===== config.mk =====
export PLATFORM = sky130hd
export DESIGN_NAME = fault_brake_detect
export DESIGN_NICKNAME = d
export VERILOG_FILES = /design/src/logic/fault_brake_pkg.sv /design/src/logic/fault_brake_detect.sv /design/src/logic/fault_sample_tick.sv /design/src/logic/fault_updown_counter.sv
export SDC_FILE = /design/constraint.sdc
export NUM_CORES = 1
export LEC_CHECK = 0
export BUFFER_PORTS_ARGS = -buffer_cell sky130_fd_sc_hd__buf_2
export CAP_MARGIN = 25
export CORE_UTILIZATION = 48
export DETAILED_ROUTE_END_ITERATION = 8
export HOLD_SLACK_MARGIN = 0.12
export PLACE_DENSITY = 0.8
export SLEW_MARGIN = 20
export SYNTH_ARGS = -nofsm -noshare
export SYNTH_HDL_FRONTEND = slang
export SYNTH_SLANG_ARGS = --single-unit

===== constraint.sdc =====
create_clock -name core_clk -period 4.6 [get_ports core_clk]
set_clock_uncertainty 0.15 [all_clocks]
set_input_delay 0.92 -clock core_clk [delete_from_list [all_inputs] [get_ports core_clk]]
set_output_delay 0.92 -clock core_clk [all_outputs]
set_load 0.05 [all_outputs]

===== src/logic/fault_brake_pkg.sv =====
// Purpose: Shared constants and types of the fault and brake detector
// Assumes: 32-bit APB register access, one 8-bit control word
// Notes:   Register sits at word index C5, byte address four times that
`default_nettype none

package fault_brake_pkg;

   // Register map
   localparam int APB_AW = 12;
   localparam logic [7:0] FSC_INDEX = 8'hC5;
   localparam logic [APB_AW-1:0] FSC_ADDR = {2'h0, FSC_INDEX, 2'h0};
   localparam logic [7:0] FSC_RESET = 8'h00;

   // Field positions of fault_sampling_control
   localparam int CMP_LSB = 6;
   localparam int RATE_LSB = 4;
   localparam int EN_BIT = 3;
   localparam int ACT_BIT = 2;
   localparam int DIR_BIT = 1;
   localparam int LLB_BIT = 0;

   // Compare thresholds by fault_compare_select code
   localparam int CNT_W = 8;
   localparam logic [CNT_W-1:0] CMP_VAL0 = 8'h04;
   localparam logic [CNT_W-1:0] CMP_VAL1 = 8'h10;
   localparam logic [CNT_W-1:0] CMP_VAL2 = 8'h40;
   localparam logic [CNT_W-1:0] CMP_VAL3 = 8'h80;

   // Prescaler terminal counts: oscillator_clock divided by 4, 8, 16, 128
   localparam int PRE_W = 7;
   localparam logic [PRE_W-1:0] RATE_LAST0 = 7'h03;
   localparam logic [PRE_W-1:0] RATE_LAST1 = 7'h07;
   localparam logic [PRE_W-1:0] RATE_LAST2 = 7'h0F;
   localparam logic [PRE_W-1:0] RATE_LAST3 = 7'h7F;

   typedef struct packed {
      logic [1:0] cmp_sel;
      logic [1:0] rate_sel;
      logic enable;
      logic llb_en;
   } fault_cfg_t;

   typedef struct packed {
      logic active;
      logic up_dir;
      logic tripped;
   } fault_stat_t;

   typedef enum logic [2:0] {
      ST_IDLE = 3'b001,
      ST_RUN = 3'b010,
      ST_TRIP = 3'b100
   } cnt_state_t;

endpackage

`default_nettype wire


===== src/logic/fault_brake_detect.sv =====
// Purpose: Smart fault and low-level brake detector with APB register
// Assumes: fault_in and brake_pin are synchronous to core_clk
// Notes:   Zero-wait APB slave, read data captured in the setup cycle
//
// Function
// - Compare select picks threshold 4/16/64/128
// - Rate select samples at divide 4/8/16/128
// - Enable low disables fault detector, clears counter
// - Read-only bit shows counter active
// - Read-only bit shows counting direction
// - Brake enable bit arms low-level brake detector
//
// Register access over APB is this design's own decision.
`timescale 1ns/1ps
`default_nettype none

module fault_brake_detect
   import fault_brake_pkg::*;
#(
   parameter int CW = CNT_W
)(
   // Clock and reset
   input wire logic core_clk,
   input wire logic rst,
   // APB slave
   input wire logic psel,
   input wire logic penable,
   input wire logic pwrite,
   input wire logic [APB_AW-1:0] paddr,
   input wire logic [31:0] pwdata,
   input wire logic [3:0] pstrb,
   output logic [31:0] prdata,
   output logic pready,
   output logic pslverr,
   // Fault and brake inputs
   input wire logic fault_in,
   input wire logic brake_pin,
   // Detector outputs
   output logic fault_trip,
   output logic brake_detect
);

   fault_cfg_t cfg_ff;
   fault_cfg_t nxt_cfg;
   logic [31:0] prdata_ff;
   logic [31:0] nxt_prdata;
   logic brake_ff;
   logic nxt_brake;
   logic [CW-1:0] count_w;
   fault_stat_t stat_w;
   logic tick_w;

   // Register fields at their reset values
   localparam fault_cfg_t CFG_RST = '{
      cmp_sel: FSC_RESET[CMP_LSB+1:CMP_LSB],
      rate_sel: FSC_RESET[RATE_LSB+1:RATE_LSB],
      enable: FSC_RESET[EN_BIT],
      llb_en: FSC_RESET[LLB_BIT]
   };

   // Bus decode
   wire logic hit_w;
   wire logic setup_w;
   wire logic access_w;
   wire logic wr_w;
   wire logic [7:0] reg_rd_w;
   wire logic [CW-1:0] limit_w;

   assign hit_w = (paddr == FSC_ADDR);
   assign setup_w = psel && !penable;
   assign access_w = psel && penable;
   // Only the low byte lane carries register bits
   assign wr_w = access_w && pwrite && hit_w && pstrb[0];

   assign pready = access_w;
   assign pslverr = access_w && !hit_w;
   assign prdata = prdata_ff;

   // Read view of the control word
   assign reg_rd_w[CMP_LSB+1:CMP_LSB] = cfg_ff.cmp_sel;
   assign reg_rd_w[RATE_LSB+1:RATE_LSB] = cfg_ff.rate_sel;
   assign reg_rd_w[EN_BIT] = cfg_ff.enable;
   assign reg_rd_w[ACT_BIT] = stat_w.active;
   assign reg_rd_w[DIR_BIT] = stat_w.up_dir;
   assign reg_rd_w[LLB_BIT] = cfg_ff.llb_en;

   assign nxt_prdata = (setup_w && !pwrite && hit_w) ?
                       {24'h000000, reg_rd_w} : 32'h00000000;

   // Status bits are not writable; only the four control fields load
   assign nxt_cfg = wr_w ? fault_cfg_t'{
      cmp_sel: pwdata[CMP_LSB+1:CMP_LSB],
      rate_sel: pwdata[RATE_LSB+1:RATE_LSB],
      enable: pwdata[EN_BIT],
      llb_en: pwdata[LLB_BIT]
   } : cfg_ff;

   assign limit_w = (cfg_ff.cmp_sel == 2'h0) ? CMP_VAL0 :
                    (cfg_ff.cmp_sel == 2'h1) ? CMP_VAL1 :
                    (cfg_ff.cmp_sel == 2'h2) ? CMP_VAL2 : CMP_VAL3;

   // Low level on the brake pin counts only while armed
   assign nxt_brake = cfg_ff.llb_en && !brake_pin;

   assign fault_trip = stat_w.tripped;
   assign brake_detect = brake_ff;

   always_ff @(posedge core_clk) begin
      if (rst) begin
         cfg_ff <= CFG_RST;
         prdata_ff <= 32'h00000000;
         brake_ff <= 1'b0;
      end else begin
         cfg_ff <= nxt_cfg;
         prdata_ff <= nxt_prdata;
         brake_ff <= nxt_brake;
      end
   end

   fault_sample_tick u_tick (
      .core_clk (core_clk),
      .rst (rst),
      .run (cfg_ff.enable),
      .rate_sel (cfg_ff.rate_sel),
      .tick (tick_w)
   );

   fault_updown_counter #(
      .CW (CW)
   ) u_count (
      .core_clk (core_clk),
      .rst (rst),
      .enable (cfg_ff.enable),
      .tick (tick_w),
      .fault_level (fault_in),
      .limit (limit_w),
      .count (count_w),
      .stat (stat_w)
   );

   // Register access checks

   cfg_write_a: assert property (@(posedge core_clk) disable iff (rst)
      wr_w |=> (cfg_ff.enable == $past(pwdata[EN_BIT])) &&
               (cfg_ff.cmp_sel == $past(pwdata[CMP_LSB+1:CMP_LSB])))
      else $error("control write did not land");

   brake_hold_a: assert property (@(posedge core_clk) disable iff (rst)
      (cfg_ff.llb_en && !wr_w) |=> cfg_ff.llb_en)
      else $error("brake enable cleared without a write");

   rd_active_a: assert property (@(posedge core_clk) disable iff (rst)
      (setup_w && !pwrite && hit_w) |=>
      prdata[ACT_BIT] == $past(stat_w.active))
      else $error("active bit read back wrong");

   rd_dir_a: assert property (@(posedge core_clk) disable iff (rst)
      (setup_w && !pwrite && hit_w) |=>
      prdata[DIR_BIT] == $past(stat_w.up_dir))
      else $error("direction bit read back wrong");

   unmapped_err_a: assert property (@(posedge core_clk) disable iff (rst)
      (access_w && !hit_w) |-> pslverr && pready && !wr_w)
      else $error("unmapped access not refused");

   rd_idle_zero_a: assert property (@(posedge core_clk) disable iff (rst)
      !(setup_w && !pwrite && hit_w) |=> prdata == 32'h00000000)
      else $error("read data not zero outside a read");

   rd_fields_a: assert property (@(posedge core_clk) disable iff (rst)
      (setup_w && !pwrite && hit_w) |=>
      prdata == {24'h000000, $past({cfg_ff.cmp_sel, cfg_ff.rate_sel,
         cfg_ff.enable, stat_w.active, stat_w.up_dir, cfg_ff.llb_en})})
      else $error("control word read back wrong");

   rate_write_a: assert property (@(posedge core_clk) disable iff (rst)
      wr_w |=> cfg_ff.rate_sel == $past(pwdata[RATE_LSB+1:RATE_LSB]))
      else $error("rate select write did not land");

   llb_write_a: assert property (@(posedge core_clk) disable iff (rst)
      wr_w |=> cfg_ff.llb_en == $past(pwdata[LLB_BIT]))
      else $error("brake enable write did not land");

   cfg_hold_a: assert property (@(posedge core_clk) disable iff (rst)
      !wr_w |=> $stable(cfg_ff))
      else $error("control word changed without a write");

   wr_miss_a: assert property (@(posedge core_clk) disable iff (rst)
      (access_w && pwrite && !hit_w) |=> $stable(cfg_ff))
      else $error("write to unmapped address landed");

   // Detector behaviour checks

   limit_map_a: assert property (@(posedge core_clk) disable iff (rst)
      (cfg_ff.cmp_sel == 2'h3 |-> limit_w == 8'h80) and
      (cfg_ff.cmp_sel == 2'h2 |-> limit_w == 8'h40) and
      (cfg_ff.cmp_sel == 2'h1 |-> limit_w == 8'h10) and
      (cfg_ff.cmp_sel == 2'h0 |-> limit_w == 8'h04))
      else $error("compare threshold mapped wrong");

   disable_clear_a: assert property (@(posedge core_clk)
      disable iff (rst)
      !cfg_ff.enable |=> (count_w == '0) && !stat_w.active && !fault_trip)
      else $error("disabled detector kept its count");

   no_tick_off_a: assert property (@(posedge core_clk)
      disable iff (rst)
      (!cfg_ff.enable) [*2] |-> !tick_w)
      else $error("sample tick while detector disabled");

   active_map_a: assert property (@(posedge core_clk) disable iff (rst)
      stat_w.active == (count_w != '0))
      else $error("active status disagrees with count");

   dir_follow_a: assert property (@(posedge core_clk) disable iff (rst)
      (tick_w && cfg_ff.enable) ##1 cfg_ff.enable |->
      stat_w.up_dir == $past(fault_in))
      else $error("direction does not follow sampled input");

   count_down_a: assert property (@(posedge core_clk) disable iff (rst)
      (tick_w && cfg_ff.enable && !fault_in && count_w != '0 &&
       count_w <= limit_w) ##1 cfg_ff.enable |->
      count_w == $past(count_w) - 1'b1)
      else $error("counter did not step down on a clean tick");

   trip_reach_a: assert property (@(posedge core_clk) disable iff (rst)
      (cfg_ff.enable && count_w == limit_w && $stable(limit_w)) |->
      fault_trip)
      else $error("count at compare value but no trip");

   count_hold_a: assert property (@(posedge core_clk) disable iff (rst)
      (cfg_ff.enable && !tick_w && count_w <= limit_w) ##1
      (cfg_ff.enable && $stable(limit_w)) |-> $stable(count_w))
      else $error("count moved without a sample tick");

   brake_on_a: assert property (@(posedge core_clk) disable iff (rst)
      (cfg_ff.llb_en && !brake_pin) |=> brake_detect)
      else $error("armed brake detector missed a low level");

   brake_off_a: assert property (@(posedge core_clk) disable iff (rst)
      (!cfg_ff.llb_en || brake_pin) |=> !brake_detect)
      else $error("brake detect without armed low level");

   tick_slow_a: assert property (@(posedge core_clk) disable iff (rst)
      (tick_w && cfg_ff.rate_sel == 2'h3) ##1
      (cfg_ff.rate_sel == 2'h3) [*8] |-> !tick_w)
      else $error("divide by 128 ticking too fast");

   // Counting and sample rate checks

   dir_off_a: assert property (@(posedge core_clk) disable iff (rst)
      !cfg_ff.enable |=> !stat_w.up_dir)
      else $error("direction set while detector disabled");

   dir_hold_a: assert property (@(posedge core_clk) disable iff (rst)
      (cfg_ff.enable && !tick_w) ##1 cfg_ff.enable |->
      $stable(stat_w.up_dir))
      else $error("direction moved without a sample tick");

   trip_hold_a: assert property (@(posedge core_clk) disable iff (rst)
      (fault_trip && cfg_ff.enable && !tick_w && $stable(limit_w)) |=>
      fault_trip)
      else $error("trip dropped without a sample tick");

   count_cap_a: assert property (@(posedge core_clk) disable iff (rst)
      $stable(limit_w) |-> count_w <= limit_w)
      else $error("count above the compare value");

   trip_below_a: assert property (@(posedge core_clk) disable iff (rst)
      (count_w < $past(limit_w)) |-> !fault_trip)
      else $error("trip while count under compare value");

   tick_rate1_a: assert property (@(posedge core_clk) disable iff (rst)
      (tick_w && cfg_ff.enable && cfg_ff.rate_sel == 2'h1) ##1
      (cfg_ff.enable && cfg_ff.rate_sel == 2'h1) [*8] |-> tick_w)
      else $error("divide by eight tick missing");

   tick_rate2_a: assert property (@(posedge core_clk) disable iff (rst)
      (tick_w && cfg_ff.enable && cfg_ff.rate_sel == 2'h2) ##1
      (cfg_ff.enable && cfg_ff.rate_sel == 2'h2) [*8] ##1
      (cfg_ff.enable && cfg_ff.rate_sel == 2'h2) [*8] |-> tick_w)
      else $error("divide by sixteen tick missing");

   tick_en_a: assert property (@(posedge core_clk) disable iff (rst)
      tick_w |-> $past(cfg_ff.enable))
      else $error("sample tick without a prior enable");

   sat_top_a: assert property (@(posedge core_clk) disable iff (rst)
      (tick_w && cfg_ff.enable && fault_in && count_w == limit_w) |=>
      count_w == $past(count_w))
      else $error("count passed the compare value");

   sat_zero_a: assert property (@(posedge core_clk) disable iff (rst)
      (tick_w && !fault_in && count_w == '0) |=> count_w == '0)
      else $error("count wrapped below zero");

   clamp_low_a: assert property (@(posedge core_clk) disable iff (rst)
      (cfg_ff.enable && count_w > limit_w) |=> count_w == $past(limit_w))
      else $error("count not pulled down to a lowered limit");

   idle_drop_a: assert property (@(posedge core_clk) disable iff (rst)
      (tick_w && cfg_ff.enable && !fault_in && count_w == CW'(1)) |=>
      !stat_w.active)
      else $error("counter still active after reaching zero");

endmodule

`default_nettype wire


===== src/logic/fault_sample_tick.sv =====
// Purpose: Sample tick prescaler for the fault input
// Assumes: core_clk is the oscillator clock
// Notes:   Tick is one cycle wide, cleared from the cycle after run goes low
`timescale 1ns/1ps
`default_nettype none

module fault_sample_tick
   import fault_brake_pkg::*;
(
   // Clock and reset
   input wire logic core_clk,
   input wire logic rst,
   // Control
   input wire logic run,
   input wire logic [1:0] rate_sel,
   // Tick out
   output logic tick
);

   logic [PRE_W-1:0] div_ff;
   logic [PRE_W-1:0] nxt_div;
   logic tick_ff;
   wire logic [PRE_W-1:0] last_w;
   wire logic wrap_w;

   assign last_w = (rate_sel == 2'h0) ? RATE_LAST0 :
                   (rate_sel == 2'h1) ? RATE_LAST1 :
                   (rate_sel == 2'h2) ? RATE_LAST2 : RATE_LAST3;
   // A shrinking divisor wraps at once instead of running to 127
   assign wrap_w = run && (div_ff >= last_w);
   assign nxt_div = (!run || wrap_w) ? '0 : div_ff + 7'h01;
   assign tick = tick_ff;

   always_ff @(posedge core_clk) begin
      if (rst) begin
         div_ff <= '0;
         tick_ff <= 1'b0;
      end else begin
         div_ff <= nxt_div;
         tick_ff <= wrap_w;
      end
   end

   tick_gap_a: assert property (@(posedge core_clk) disable iff (rst)
      tick |=> !tick [*3])
      else $error("sample ticks closer than four cycles");

   tick_div4_a: assert property (@(posedge core_clk) disable iff (rst)
      (tick && run && rate_sel == 2'h0) ##1
      (run && rate_sel == 2'h0) [*4] |-> tick)
      else $error("divide by four tick missing");

endmodule

`default_nettype wire


===== src/logic/fault_updown_counter.sv =====
// Purpose: Up/down fault counter with compare and trip state
// Assumes: tick is a one-cycle sample strobe
// Notes:   Count saturates at zero and at the selected limit
`timescale 1ns/1ps
`default_nettype none

module fault_updown_counter
   import fault_brake_pkg::*;
#(
   parameter int CW = CNT_W
)(
   // Clock and reset
   input wire logic core_clk,
   input wire logic rst,
   // Control
   input wire logic enable,
   input wire logic tick,
   input wire logic fault_level,
   input wire logic [CW-1:0] limit,
   // State out
   output logic [CW-1:0] count,
   output fault_stat_t stat
);

   logic [CW-1:0] count_ff;
   logic [CW-1:0] nxt_count;
   logic dir_ff;
   logic nxt_dir;
   cnt_state_t state_ff;
   cnt_state_t nxt_state;
   wire logic up_w;
   wire logic dn_w;

   assign up_w = tick && fault_level && (count_ff < limit);
   assign dn_w = tick && !fault_level && (count_ff != '0);
   // Lowering the limit pulls an oversized count straight down to it
   assign nxt_count = !enable ? '0 :
                      (count_ff > limit) ? limit :
                      up_w ? count_ff + CW'(1) :
                      dn_w ? count_ff - CW'(1) : count_ff;
   assign nxt_dir = !enable ? 1'b0 : tick ? fault_level : dir_ff;
   assign nxt_state = (nxt_count == '0) ? ST_IDLE :
                      (nxt_count >= limit) ? ST_TRIP : ST_RUN;
   assign count = count_ff;

   always_ff @(posedge core_clk) begin
      if (rst) begin
         count_ff <= '0;
         dir_ff <= 1'b0;
         state_ff <= ST_IDLE;
      end else begin
         count_ff <= nxt_count;
         dir_ff <= nxt_dir;
         state_ff <= nxt_state;
      end
   end

   always_comb begin
      unique case (state_ff)
         ST_IDLE: stat = '{active: 1'b0, up_dir: dir_ff, tripped: 1'b0};
         ST_RUN: stat = '{active: 1'b1, up_dir: dir_ff, tripped: 1'b0};
         ST_TRIP: stat = '{active: 1'b1, up_dir: dir_ff, tripped: 1'b1};
         default: stat = '{active: 1'b0, up_dir: 1'b0, tripped: 1'b0};
      endcase
   end

   count_up_a: assert property (@(posedge core_clk) disable iff (rst)
      (enable && tick && fault_level && count_ff < limit) ##1 enable
      |-> count_ff == $past(count_ff) + 1'b1)
      else $error("counter did not step up on a faulted tick");

   trip_at_limit_a: assert property (@(posedge core_clk)
      disable iff (rst) stat.tripped |-> count_ff >= $past(limit))
      else $error("trip reported below the compare value");

endmodule

`default_nettype wire


# After elaboration in Yosys (flattened, before gate mapping)
# Cells that the tools add are included.
dict set report word_totals {
  regBits 59
  input_bits 55
}
dict set report classes {
  n_addsub 3
  n_lt_le_gt_ge 4
  eq_ne 8
  n_mux 12
  bitwise 2
  n_reduce_logical 29
}
# operator n
set ops {}
lappend ops {{two-way mux 8 bit} 7}
lappend ops {{two-way mux 7 bit} 3}
lappend ops {{logical AND 1 bit} 14}
lappend ops {{equality test 12 x 10 -> 1 bit, second input constant} 1}
lappend ops {{case mux 3 bit (3 select lines)} 1}
lappend ops {{adder 8 x 1 -> 8 bit, second input constant} 1}
lappend ops {{>= comparator 8 bit} 1}
lappend ops {{greater-than comparator 8 bit} 1}
lappend ops {{zero test 8 bit} 1}
lappend ops {{less-than comparator 8 bit} 1}
lappend ops {{nonzero test 8 bit} 1}
lappend ops {{OR reduction 2 bit} 4}
lappend ops {{subtractor 8 x 1 -> 8 bit, second input constant} 1}
lappend ops {{adder 7 x 1 -> 7 bit, second input constant} 1}
lappend ops {{>= comparator 7 bit} 1}
lappend ops {{zero test 1 bit} 6}
lappend ops {{equality test 2 x 1 -> 1 bit, second input constant} 2}
lappend ops {{equality test 2 bit, second input constant} 2}
lappend ops {{zero test 2 bit} 2}
lappend ops {{equality test 3 x 1 -> 1 bit, second input constant} 1}
lappend ops {{equality test 3 x 2 -> 1 bit, second input constant} 1}
lappend ops {{equality test 3 bit, second input constant} 1}
lappend ops {{two-way mux 3 bit} 1}
lappend ops {{NOT 1 bit} 2}
lappend ops {{logical OR 1 bit} 1}

# Depth between registers and ports, before layout
# Gate-level depths: netlist of the first run.
dict set report logic_depth {
  word_depth 11
  depth_mapped 16
  mapped_depth_nobuf 15
}

# By module
# A second synthesis of the first run with hierarchy kept.
dict set report hier_totals {
  hier_cells 274
  area_unflattened_um2 2423.6
}
# mod instances cells_each area_per_inst_um2
set by_module_without_submodules {}
lappend by_module_without_submodules {fault_updown_counter 1 146 1181.1}
lappend by_module_without_submodules {fault_brake_detect 1 81 799.5}
lappend by_module_without_submodules {fault_sample_tick 1 47 442.9}

# Worst setup path before layout of the first run
# OpenSTA, ideal clock, no wires.
dict set report synth_path {
  path_kind {reg-to-reg}
  from {register cfg_ff[4] in the netlist's numbering}
  to {register u_count.state_ff[1]}
  t_arrival_ps 3155
  required_time_ps 4377
  slack_ps 1222
  stages_incl_launch_ff 15
  path_buffers 0
  path_cell_list {dfxtp_1 nand2b_1 ha_1 and4b_1 and4b_2 or3b_2 o21ai_0 ha_1 a21o_1 a21oi_1 nand2_1 a21oi_1 a21oi_1 a41oi_1 nor3b_2}
}
dict set report synth_between {
  elab_chain_len 11
  word_cells_on_any_way 16
  classes_between {order compare (3); eq/ne (2); mux (7); reduce/logical (4)}
}
# item line_no
set synth_rtl {}
lappend synth_rtl {{start: declaration} fault_brake_detect.sv:43} ;# fault_cfg_t cfg_ff;
lappend synth_rtl {{start signal: assignment} fault_brake_detect.sv:114} ;# cfg_ff <= nxt_cfg;
lappend synth_rtl {{equality test 2 bit} fault_brake_detect.sv:100} ;# (cfg_ff.cmp_sel == 2'h2) ? CMP_VAL2 : CMP_VAL3;
lappend synth_rtl {{two-way mux 8 bit} fault_brake_detect.sv:100}
lappend synth_rtl {{two-way mux 8 bit} fault_brake_detect.sv:99} ;# (cfg_ff.cmp_sel == 2'h1) ? CMP_VAL1 :
lappend synth_rtl {{two-way mux 8 bit (*)} fault_brake_detect.sv:98} ;# assign limit_w = (cfg_ff.cmp_sel == 2'h0) ? CMP_VAL0 :
lappend synth_rtl {{less-than comparator 8 bit} fault_updown_counter.sv:34} ;# assign up_w = tick && fault_level && (count_ff < limit);
lappend synth_rtl {{logical AND 1 bit} fault_updown_counter.sv:34}
lappend synth_rtl {{two-way mux 8 bit} fault_updown_counter.sv:39} ;# up_w ? count_ff + CW'(1) :
lappend synth_rtl {{two-way mux 8 bit (*)} fault_updown_counter.sv:38} ;# (count_ff > limit) ? limit :
lappend synth_rtl {{two-way mux 8 bit (*)} fault_updown_counter.sv:37} ;# assign nxt_count = !enable ? '0 :
lappend synth_rtl {{net u_count.nxt_count[6]} fault_updown_counter.sv:26} ;# logic [CW-1:0] nxt_count;
lappend synth_rtl {{>= comparator 8 bit / zero test 8 bit (equally long branches)} {fault_updown_counter.sv:43, fault_updown_counter.sv:42}}
lappend synth_rtl {{two-way mux 3 bit / OR reduction 2 bit (equally long branches)} --}
lappend synth_rtl {{end signal: assignment} fault_updown_counter.sv:54} ;# state_ff <= nxt_state;
lappend synth_rtl {{end: declaration} fault_updown_counter.sv:29} ;# cnt_state_t state_ff;
# Mark *: on every way through the listed nets, which the timed path passes. The rest lies on a longest branch.
# A chain may end at the register's enable or synchronous reset.

# Worst setup path after layout of the first run
dict set report layout_path {
  from {register cfg_ff[5] in the netlist's numbering}
  to {register u_count.state_ff[1]}
}
# The elaborated chain is that of the path after synthesis.

==> results of run 1 <==
==> state kept, by name, summed over array words and instances (netlist names) <==
register,flops
u_count.state_ff,3
u_count.dir_ff,1
u_tick.tick,1
prdata,8
u_count.count,8
brake_detect,1
u_tick.div_ff,7
cfg_ff,6
==> logic make-up (layout without fill, tap and decap cells) <==
family / after synthesis / in the layout
AOI/OAI and AO/OA: 42 / 42
xor gates and xnor gates: 11 / 11
adders and majority gates: 17 / 17
buffers and inverters: 35 / 51
DFF: 35 / 35
muxes: 7 / 7
other: 1 / 24
and+or+nand+nor: 94 / 94
==> worst reg2reg max path: cells and delay by family (launching register included) <==
family	cells	cell delay, ps
DFF	1	450
AOI/OAI and AO/OA	7	1550
adders and majority gates	2	500
and+or+nand+nor	5	1100
==> metrics by stage <==
| step | cell area [um^2] | hold WS (ps) |
|---|---|---|
| final | 2450 | 325 |
| after floorplan | 2320 | 279 |
| after global placement | 2340 | 300 |
| after CTS | 2450 | 325 |
| after global routing | 2450 | 357 |
| after detailed placement | 2340 | 315 |
==> layout by cell type (no fill, tap or decap), types with 4 or more instances in the layout <==
| cell type | netlist | layout |
|---|---|---|
| dfxtp_1 | 35 | 35 |
| clkbuf_8 | 0 | 5 |
| o21a_1 | 5 | 5 |
| buf_2 | 0 | 37 |
| ha_1 | 17 | 17 |
| nor3_1 | 16 | 16 |
| nand2_1 | 4 | 4 |
| mux2i_1 | 7 | 7 |
| and2_1 | 7 | 7 |
| inv_1 | 6 | 6 |
| conb_1 | 1 | 24 |
| nor2_1 | 18 | 18 |
| a21oi_1 | 4 | 4 |
| nand3_1 | 6 | 6 |
| a21o_1 | 7 | 7 |
| nor2b_1 | 6 | 6 |
| xnor2_1 | 9 | 9 |
==> worst min-delay path by stage <==
stage / startpoint / end / depth (start not counted)
final: u_count.dir_ff / prdata[1] / 1
after global routing: u_count.dir_ff / prdata[1] / 1
after CTS: u_count.dir_ff / prdata[1] / 1
after detailed placement: cfg_ff[0] / prdata[0] / 1
after global placement: u_count.state_ff[0] / prdata[2] / 1
after floorplan: u_count.dir_ff / prdata[1] / 1
==> final cells by class <==
type	count	area [um^2]	area share (%)
Sequential cell	35	701	28.6
Inverter	6	22.5	0.918
Clock buffer	5	68.8	2.80
Timing Repair Buffer	37	185	7.55
Clock inverter	3	43.8	1.78
Tap cell	52	65.1	2.65
Multi-Input combinational cell	195	1370	55.7
==> per-layer routing <==
layer	vias up	global-route usage (%)	part of all wire, %
li1	906	-	-
met4	0	6.00	0.80
met3	5	3.90	4.6
met2	53	31.3	50
met5	-	0	0
met1	817	22.6	45
==> power groups by stage <==
stage	registers (uW)	clock network, uW	logic [uW]
5_1_grt	303	290	65.5
2_1_floorplan	310	0	66.7
6_report	303	275	62.7
3_3_place_gp	310	0	62.2
3_5_place_dp	310	0	62.7
4_1_cts	303	279	62.7
==> run metrics, run 1 <==
Core Util, Final=55.6%; Setup Buffers After CTS=0; main flop type after synthesis=dfxtp_1; # DRC=0; Cell Pwr Density=261 nW/um^2; Worst path slowest cell=a221oi_1; final WL=4.24 mm; Slew headroom=64.9%; XOR/XNOR share of the synthesized area=4.32%; Max IR drop VDD=169 uV; vias in the first global route=1644; Overall Global Routing Usage=18.2%; part of the power in registers=47.3%; per-cell routed wire length=12.7 um; Buf/Inv on CP=0; Post-DRT Antenna Nets=0; overall power=640 uW; Sw Share=26.0%; Area Overhead vs Synth=9.98%; CTS hold repair buffers=0; sw power=166 uW; Syn. warnings=0; Stages on worst setup path=14; total internal power=474 uW; 1st-iter DRT viols=104; Startpoint Class=flip-flop; TritonCTS Buffers=5; Mapped Cells=242; most common cell in the synthesized netlist=dfxtp_1; worst slack at placement=841 ps; required time worst endpoint=4670 ps; Die Y=70.2 um; Finished Layout Cells=333; Tmin final=3840 ps; layout cell share with drive strength beyond 1=21.7%; Core Area=4410 um^2; Max Cap Viol=0; crit path DAT=3910 ps; Synth async-reset ratio=0%; clock-pin slew of the registers on the worst-case setup and hold paths=70 ps; Root Driver=clkbuf_8; worst reg2reg setup slack=760 ps; chip width=70.2 um; register area share after synthesis=31.4%; mux cell area share after synthesis=3.14%; final RePlAce weighted congestion=0.867; RSZ-0062 raised after global routing=no; initial antenna violation count=0; # rows=24; worst hold path type=reg -> reg; Max Freq=261 MHz; R2R depth=14; mapped cell area=2230 um^2; worst path cell trace=nand2b_1 > ha_1 > or3_1 > a221oi_1 > o21ai_2 > nor3b_2 > o21bai_1 > ha_1 > a21oi_1 > nand2_1 > a21oi_1 > a21oi_1 > a41oi_1 > nor3b_2; CP endpoint kind=flip-flop; RR Startpoint=cfg_ff[5]; Slew Limit Fails=0; Synth Area in Compound Gates=14.5%; Post-synth EDFFs=0; syn avg cell area=9.22 um^2; Nets=352; Crit Path Class=reg -> reg; Clock power frac=42.9%; GR Overflow Total=0; most used cell, CP=a21oi_1; via count=1781; setup TNS=0 ps; largest net degree at the start of global routing=21; CP startpoint=cfg_ff[5]; top cells by area, synth=dfxtp_1 (31%), ha_1 (9.5%), buf_4 (8.4%); fill count=402; post_cts resized=0; Ports=91; CTS Sinks=35; final setup vio count=0; Initial Util=50.5%; IO Port Bufs=37; fin crit share=83.4%; post-synthesis register bit count=35; Post-synth top cells=dfxtp_1 (35), buf_4 (25), nor2_1 (18); Yosys cell types=60; drt first pass iters=4; CP peak stage delay=500 ps; CP delay by family, top=compound AO/OA/AOI/OAI gates; maximum clock path buffer count=2; worst-margin pin slew=526 ps; die area=4920 um^2; Yosys top cell area share=31.4%; placed cells=325; hpwl dp=3.29 mm; Combinational Power Share=9.8%; endpoints failing hold=0; clock latency on the worst-skew pair=280 ps; Setup crit end=u_count.state_ff[1]; largest family of logic cells by synthesized area=simple AND/OR/NAND/NOR gates; final worst slack=763 ps; Leak=0.00114 uW; CTS tree=done; htree depth=2; CP max FO=10; simple-gate share of the synthesized area=25.8%; Synth area leader=dfxtp_1; Synth Area in Adders=9.53%; status=finished, final reports clean; first-pass GRT wire length=7.16 mm; reg-to-reg endpoint=u_count.state_ff[1]; antenna cells=0; vias per cell=5.35
(Power assumes the default switching activity.)
==> run 2, diff against run 1 <==
CORE_UTILIZATION = 44   (was 48)
PLACE_DENSITY = 0.77   (was 0.8)
clock period = 3.5 ns   (was 4.6 ns; I/O delays follow)
==> run metrics, run 2 (synthesis gave the netlist of run 1 again) <==
Ports=91; Core Area=4790 um^2; largest net degree at the start of global routing=21; # DRC=0; status=finished, final reports clean; final RePlAce weighted congestion=0.917; Tmin final=3480 ps; fin crit share=99.5%; maximum clock path buffer count=2; Max IR drop VDD=203 uV; final setup vio count=0; hpwl dp=3.59 mm; per-cell routed wire length=13.8 um; 1st-iter DRT viols=111; first-pass GRT wire length=7.33 mm; clock-pin slew of the registers on the worst-case setup and hold paths=80 ps; drt first pass iters=4; final WL=5.20 mm; clock latency on the worst-skew pair=290 ps; Initial Util=46.6%; Crit Path Class=reg -> reg; chip width=73.2 um; CTS tree=done; GR Overflow Total=0; overall power=918 uW; commonest non-fill, non-tap cell in the layout=buf_2; Cell Pwr Density=319 nW/um^2; setup TNS=0 ps; # rows=25; antenna cells=0; Max Freq=287 MHz; layout cell share with drive strength beyond 1=35.8%; required time worst endpoint=3570 ps; worst hold slack=335 ps; Slew Limit Fails=0; endpoints failing hold=0; fill count=397; Leak=0.00131 uW; die area=5360 um^2; htree depth=2; CP max FO=5; initial antenna violation count=0; commonest cells after routing, fill and taps aside=buf_2 (37), dfxtp_1 (33), buf_4 (28); Nets=381; Die Y=73.2 um; CTS Sinks=35; IO Port Bufs=37; final worst slack=17.7 ps; Max Cap Viol=0; Startpoint Class=flip-flop; Overall Global Routing Usage=18.3%; worst slack at placement=-119 ps; vias per cell=5.23; Post-DRT Antenna Nets=0; Area Overhead vs Synth=29.1%; via count=1973; CP endpoint kind=flip-flop; crit path DAT=3550 ps; worst hold path type=reg -> reg; vias in the first global route=1665; Root Driver=clkbuf_8; TritonCTS Buffers=5
==> run 2: repair_timing <==
item | CTS | global route
setup buffers | 0 | 8
hold buffers | 0 | 0
endpoints found under the setup margin | 2 | 2
gates resized for setup | 7 | 26
pin swaps | 2 | 16
==> run 2: area by class of cell <==
cell class,count,area (um^2),area share (%)
multi-input combinational,195,1520,52.9
sequential,35,708,24.6
timing repair buffer,66,407,14.1
tap,67,83.8,2.91
clock buffer,5,68.8,2.39
clock inverter,3,67.6,2.35
inverter,6,22.5,0.782
==> run 2: power breakdown <==
part / switching [uW] / internal (uW) / total, uW / leakage (uW)
clock: 155 / 284 / 439 / 0.0000644
sequential: 0.00175 / 396 / 396 / 0.000283
combinational: 69.8 / 13.0 / 82.8 / 0.000967
==> run 2: worst max-delay path, stage by stage, from the launching register on <==
cell      delay (ps)
dfxtp_4          370
nand2b_4         160
ha_4             160
or3_4            390
a221oi_2         270
buf_4            160
o21a_1           160
nand3b_1         140
o21ai_2          100
ha_1             260
a21o_1           180
a21oi_2          150
nand2_1           90
a21oi_2          130
a21oi_2           80
a41oi_2          240
nor3b_2          210
==> run 2: through the flow <==
stage	util, %	cell area [um^2]	cells
2_1_floorplan	-	2320	265
3_3_place_gp	52.6	2520	361
3_5_place_dp	52.6	2520	361
4_1_cts	56.1	2680	369
5_1_grt	60.2	2880	377
6_report	60.2	2880	377
==> run 2: final timing paths <==
kind,startpoint,end,slack [ps],cells after the start
worst max register to register,cfg_ff[4],u_count.state_ff[1],20,16
worst min register to register,u_count.state_ff[0],prdata[2],340,1
worst max-delay path,cfg_ff[4],u_count.state_ff[1],20,16
worst min-delay path,u_count.state_ff[0],prdata[2],340,1
==> run 2: layer usage <==
layer  global-route usage, %  part of all wire (%)
met1                    22.5                    43
met2                    29.5                    50
met3                    5.11                   5.2
met4                    8.28                   1.7
met5                       0                     0
==> run 3, diff against run 2 <==
--- a/config.mk
+++ b/config.mk
@@ -12,3 +12,3 @@
 export HOLD_SLACK_MARGIN = 0.12
-export PLACE_DENSITY = 0.77
+export PLACE_DENSITY = 0.73
 export SLEW_MARGIN = 20
==> constraint.sdc (replaced) <==
create_clock -name core_clk -period 3.5 [get_ports core_clk]
set_clock_uncertainty 0.15 [all_clocks]
set_input_delay 0.525 -clock core_clk [delete_from_list [all_inputs] [get_ports core_clk]]
set_output_delay 0.525 -clock core_clk [all_outputs]
set_load 0.05 [all_outputs]
==> run metrics, run 3 (synthesis gave the netlist of run 1 again) <==
endpoints failing hold=0; htree depth=2; status=finished, final reports clean; Overall Global Routing Usage=19.0%; Die Y=73.2 um; Nets=378; Worst Hold Endpoint=brake_detect; # DRC=0; required time worst endpoint=3580 ps; hpwl dp=3.66 mm; worst reg2reg setup slack=90 ps; layout cell share with drive strength beyond 1=34.2%; reg-to-reg endpoint=u_count.state_ff[1]; commonest cells after routing, fill and taps aside=buf_2 (37), dfxtp_1 (33), buf_4 (25); final WL=5.02 mm; R2R depth=16; CTS Sinks=35; RR Startpoint=cfg_ff[4]; Cell Pwr Density=300 nW/um^2; Hold Path Stages=2; IO Port Bufs=37; drt first pass iters=4; TritonCTS Buffers=5; clock latency on the worst-skew pair=290 ps; Hold Startpoint=brake_pin; CTS tree=done; initial antenna violation count=0; final RePlAce weighted congestion=0.874; Area Overhead vs Synth=25.7%; Tmin final=3410 ps; Post-DRT Antenna Nets=0; worst hold path type=in -> reg; Slew Limit Fails=0; final worst slack=91.0 ps; CP max FO=5; Core Area=4790 um^2; Startpoint Class=flip-flop; CTS hold repair buffers=0; Initial Util=46.6%; maximum clock path buffer count=2; worst slack at placement=-143 ps; first-pass GRT wire length=7.66 mm; # rows=25; largest net degree at the start of global routing=21; fin crit share=97.4%; 1st-iter DRT viols=80; Max Cap Viol=0; Leak=0.00129 uW; vias in the first global route=1716; Root Driver=clkbuf_8; clock-pin slew of the registers on the worst-case setup and hold paths=70 ps; via count=1916; per-cell routed wire length=13.4 um; Crit Path Class=reg -> reg; chip width=73.2 um; GR Overflow Total=0; worst hold slack=241 ps; Max Freq=293 MHz; antenna cells=0; Max IR drop VDD=334 uV; Ports=91; final setup vio count=0; die area=5360 um^2; CP endpoint kind=flip-flop; crit path DAT=3490 ps; vias per cell=5.12; commonest non-fill, non-tap cell in the layout=buf_2
[run 3: metrics by stage]
step	setup TNS [ps]	area [um^2]	cells	util [%]	power [uW]
final	0	2800	374	58.6	842
after global routing	-26.5	2800	374	58.6	874
after CTS	0	2700	373	56.4	855
after detailed placement	-232	2550	365	53.2	490
after global placement	-118	2550	365	53.2	489
after floorplan	0	2320	265	-	495
[run 3: report_power, final]
group	leakage [uW]	switching [uW]	internal, uW
logic	0.000946	69.7	13.0
clock network	0.0000581	151	212
registers	0.000283	0.00168	396
total	0.00129	221	621
[run 3: metal layers]
layer	global-route usage, %	up-vias	wire (um)
met5	0	-	0
met4	7.84	0	82
met3	3.73	8	158
met2	32.3	46	2540
met1	23.4	905	2240
li1	-	957	-
[run 3: worst max-delay path, cell delays in order (launching register included)]
cell and delay (ps):
dfxtp_4 370, nand2b_4 150, ha_1 190, or3_4 400, a221oi_2 260, buf_4 170
o21a_1 140, nand3b_1 140, o21ai_2 100, ha_1 260, a21o_1 180, a21oi_2 160
nand2_1 90, a21oi_2 140, a21oi_2 80, a41oi_2 170, nor3b_2 170
[run 3: how the worst max path moves through the flow]
stage,start,to
after floorplan,cfg_ff[4],u_count.state_ff[1]
after global placement,cfg_ff[4],u_count.state_ff[1]
after detailed placement,cfg_ff[4],u_count.state_ff[1]
after CTS,cfg_ff[5],u_count.state_ff[1]
after global routing,cfg_ff[4],u_count.state_ff[1]
final,cfg_ff[4],u_count.state_ff[1]
[run 3: area by class of cell]
type	count	area, um^2
Fill cell	430	1980
Multi-Input combinational cell	195	1490
Sequential cell	35	708
Timing Repair Buffer	63	384
Tap cell	67	83.8
Clock buffer	5	68.8
Clock inverter	3	43.8
Inverter	6	22.5
[run 3: timing repair]
action                     CTS  global route
gates resized for setup      8            19
buffers inserted             0             1
setup endpoints to repair    2             2
gates cloned                 0             0
pin swaps                    1             7
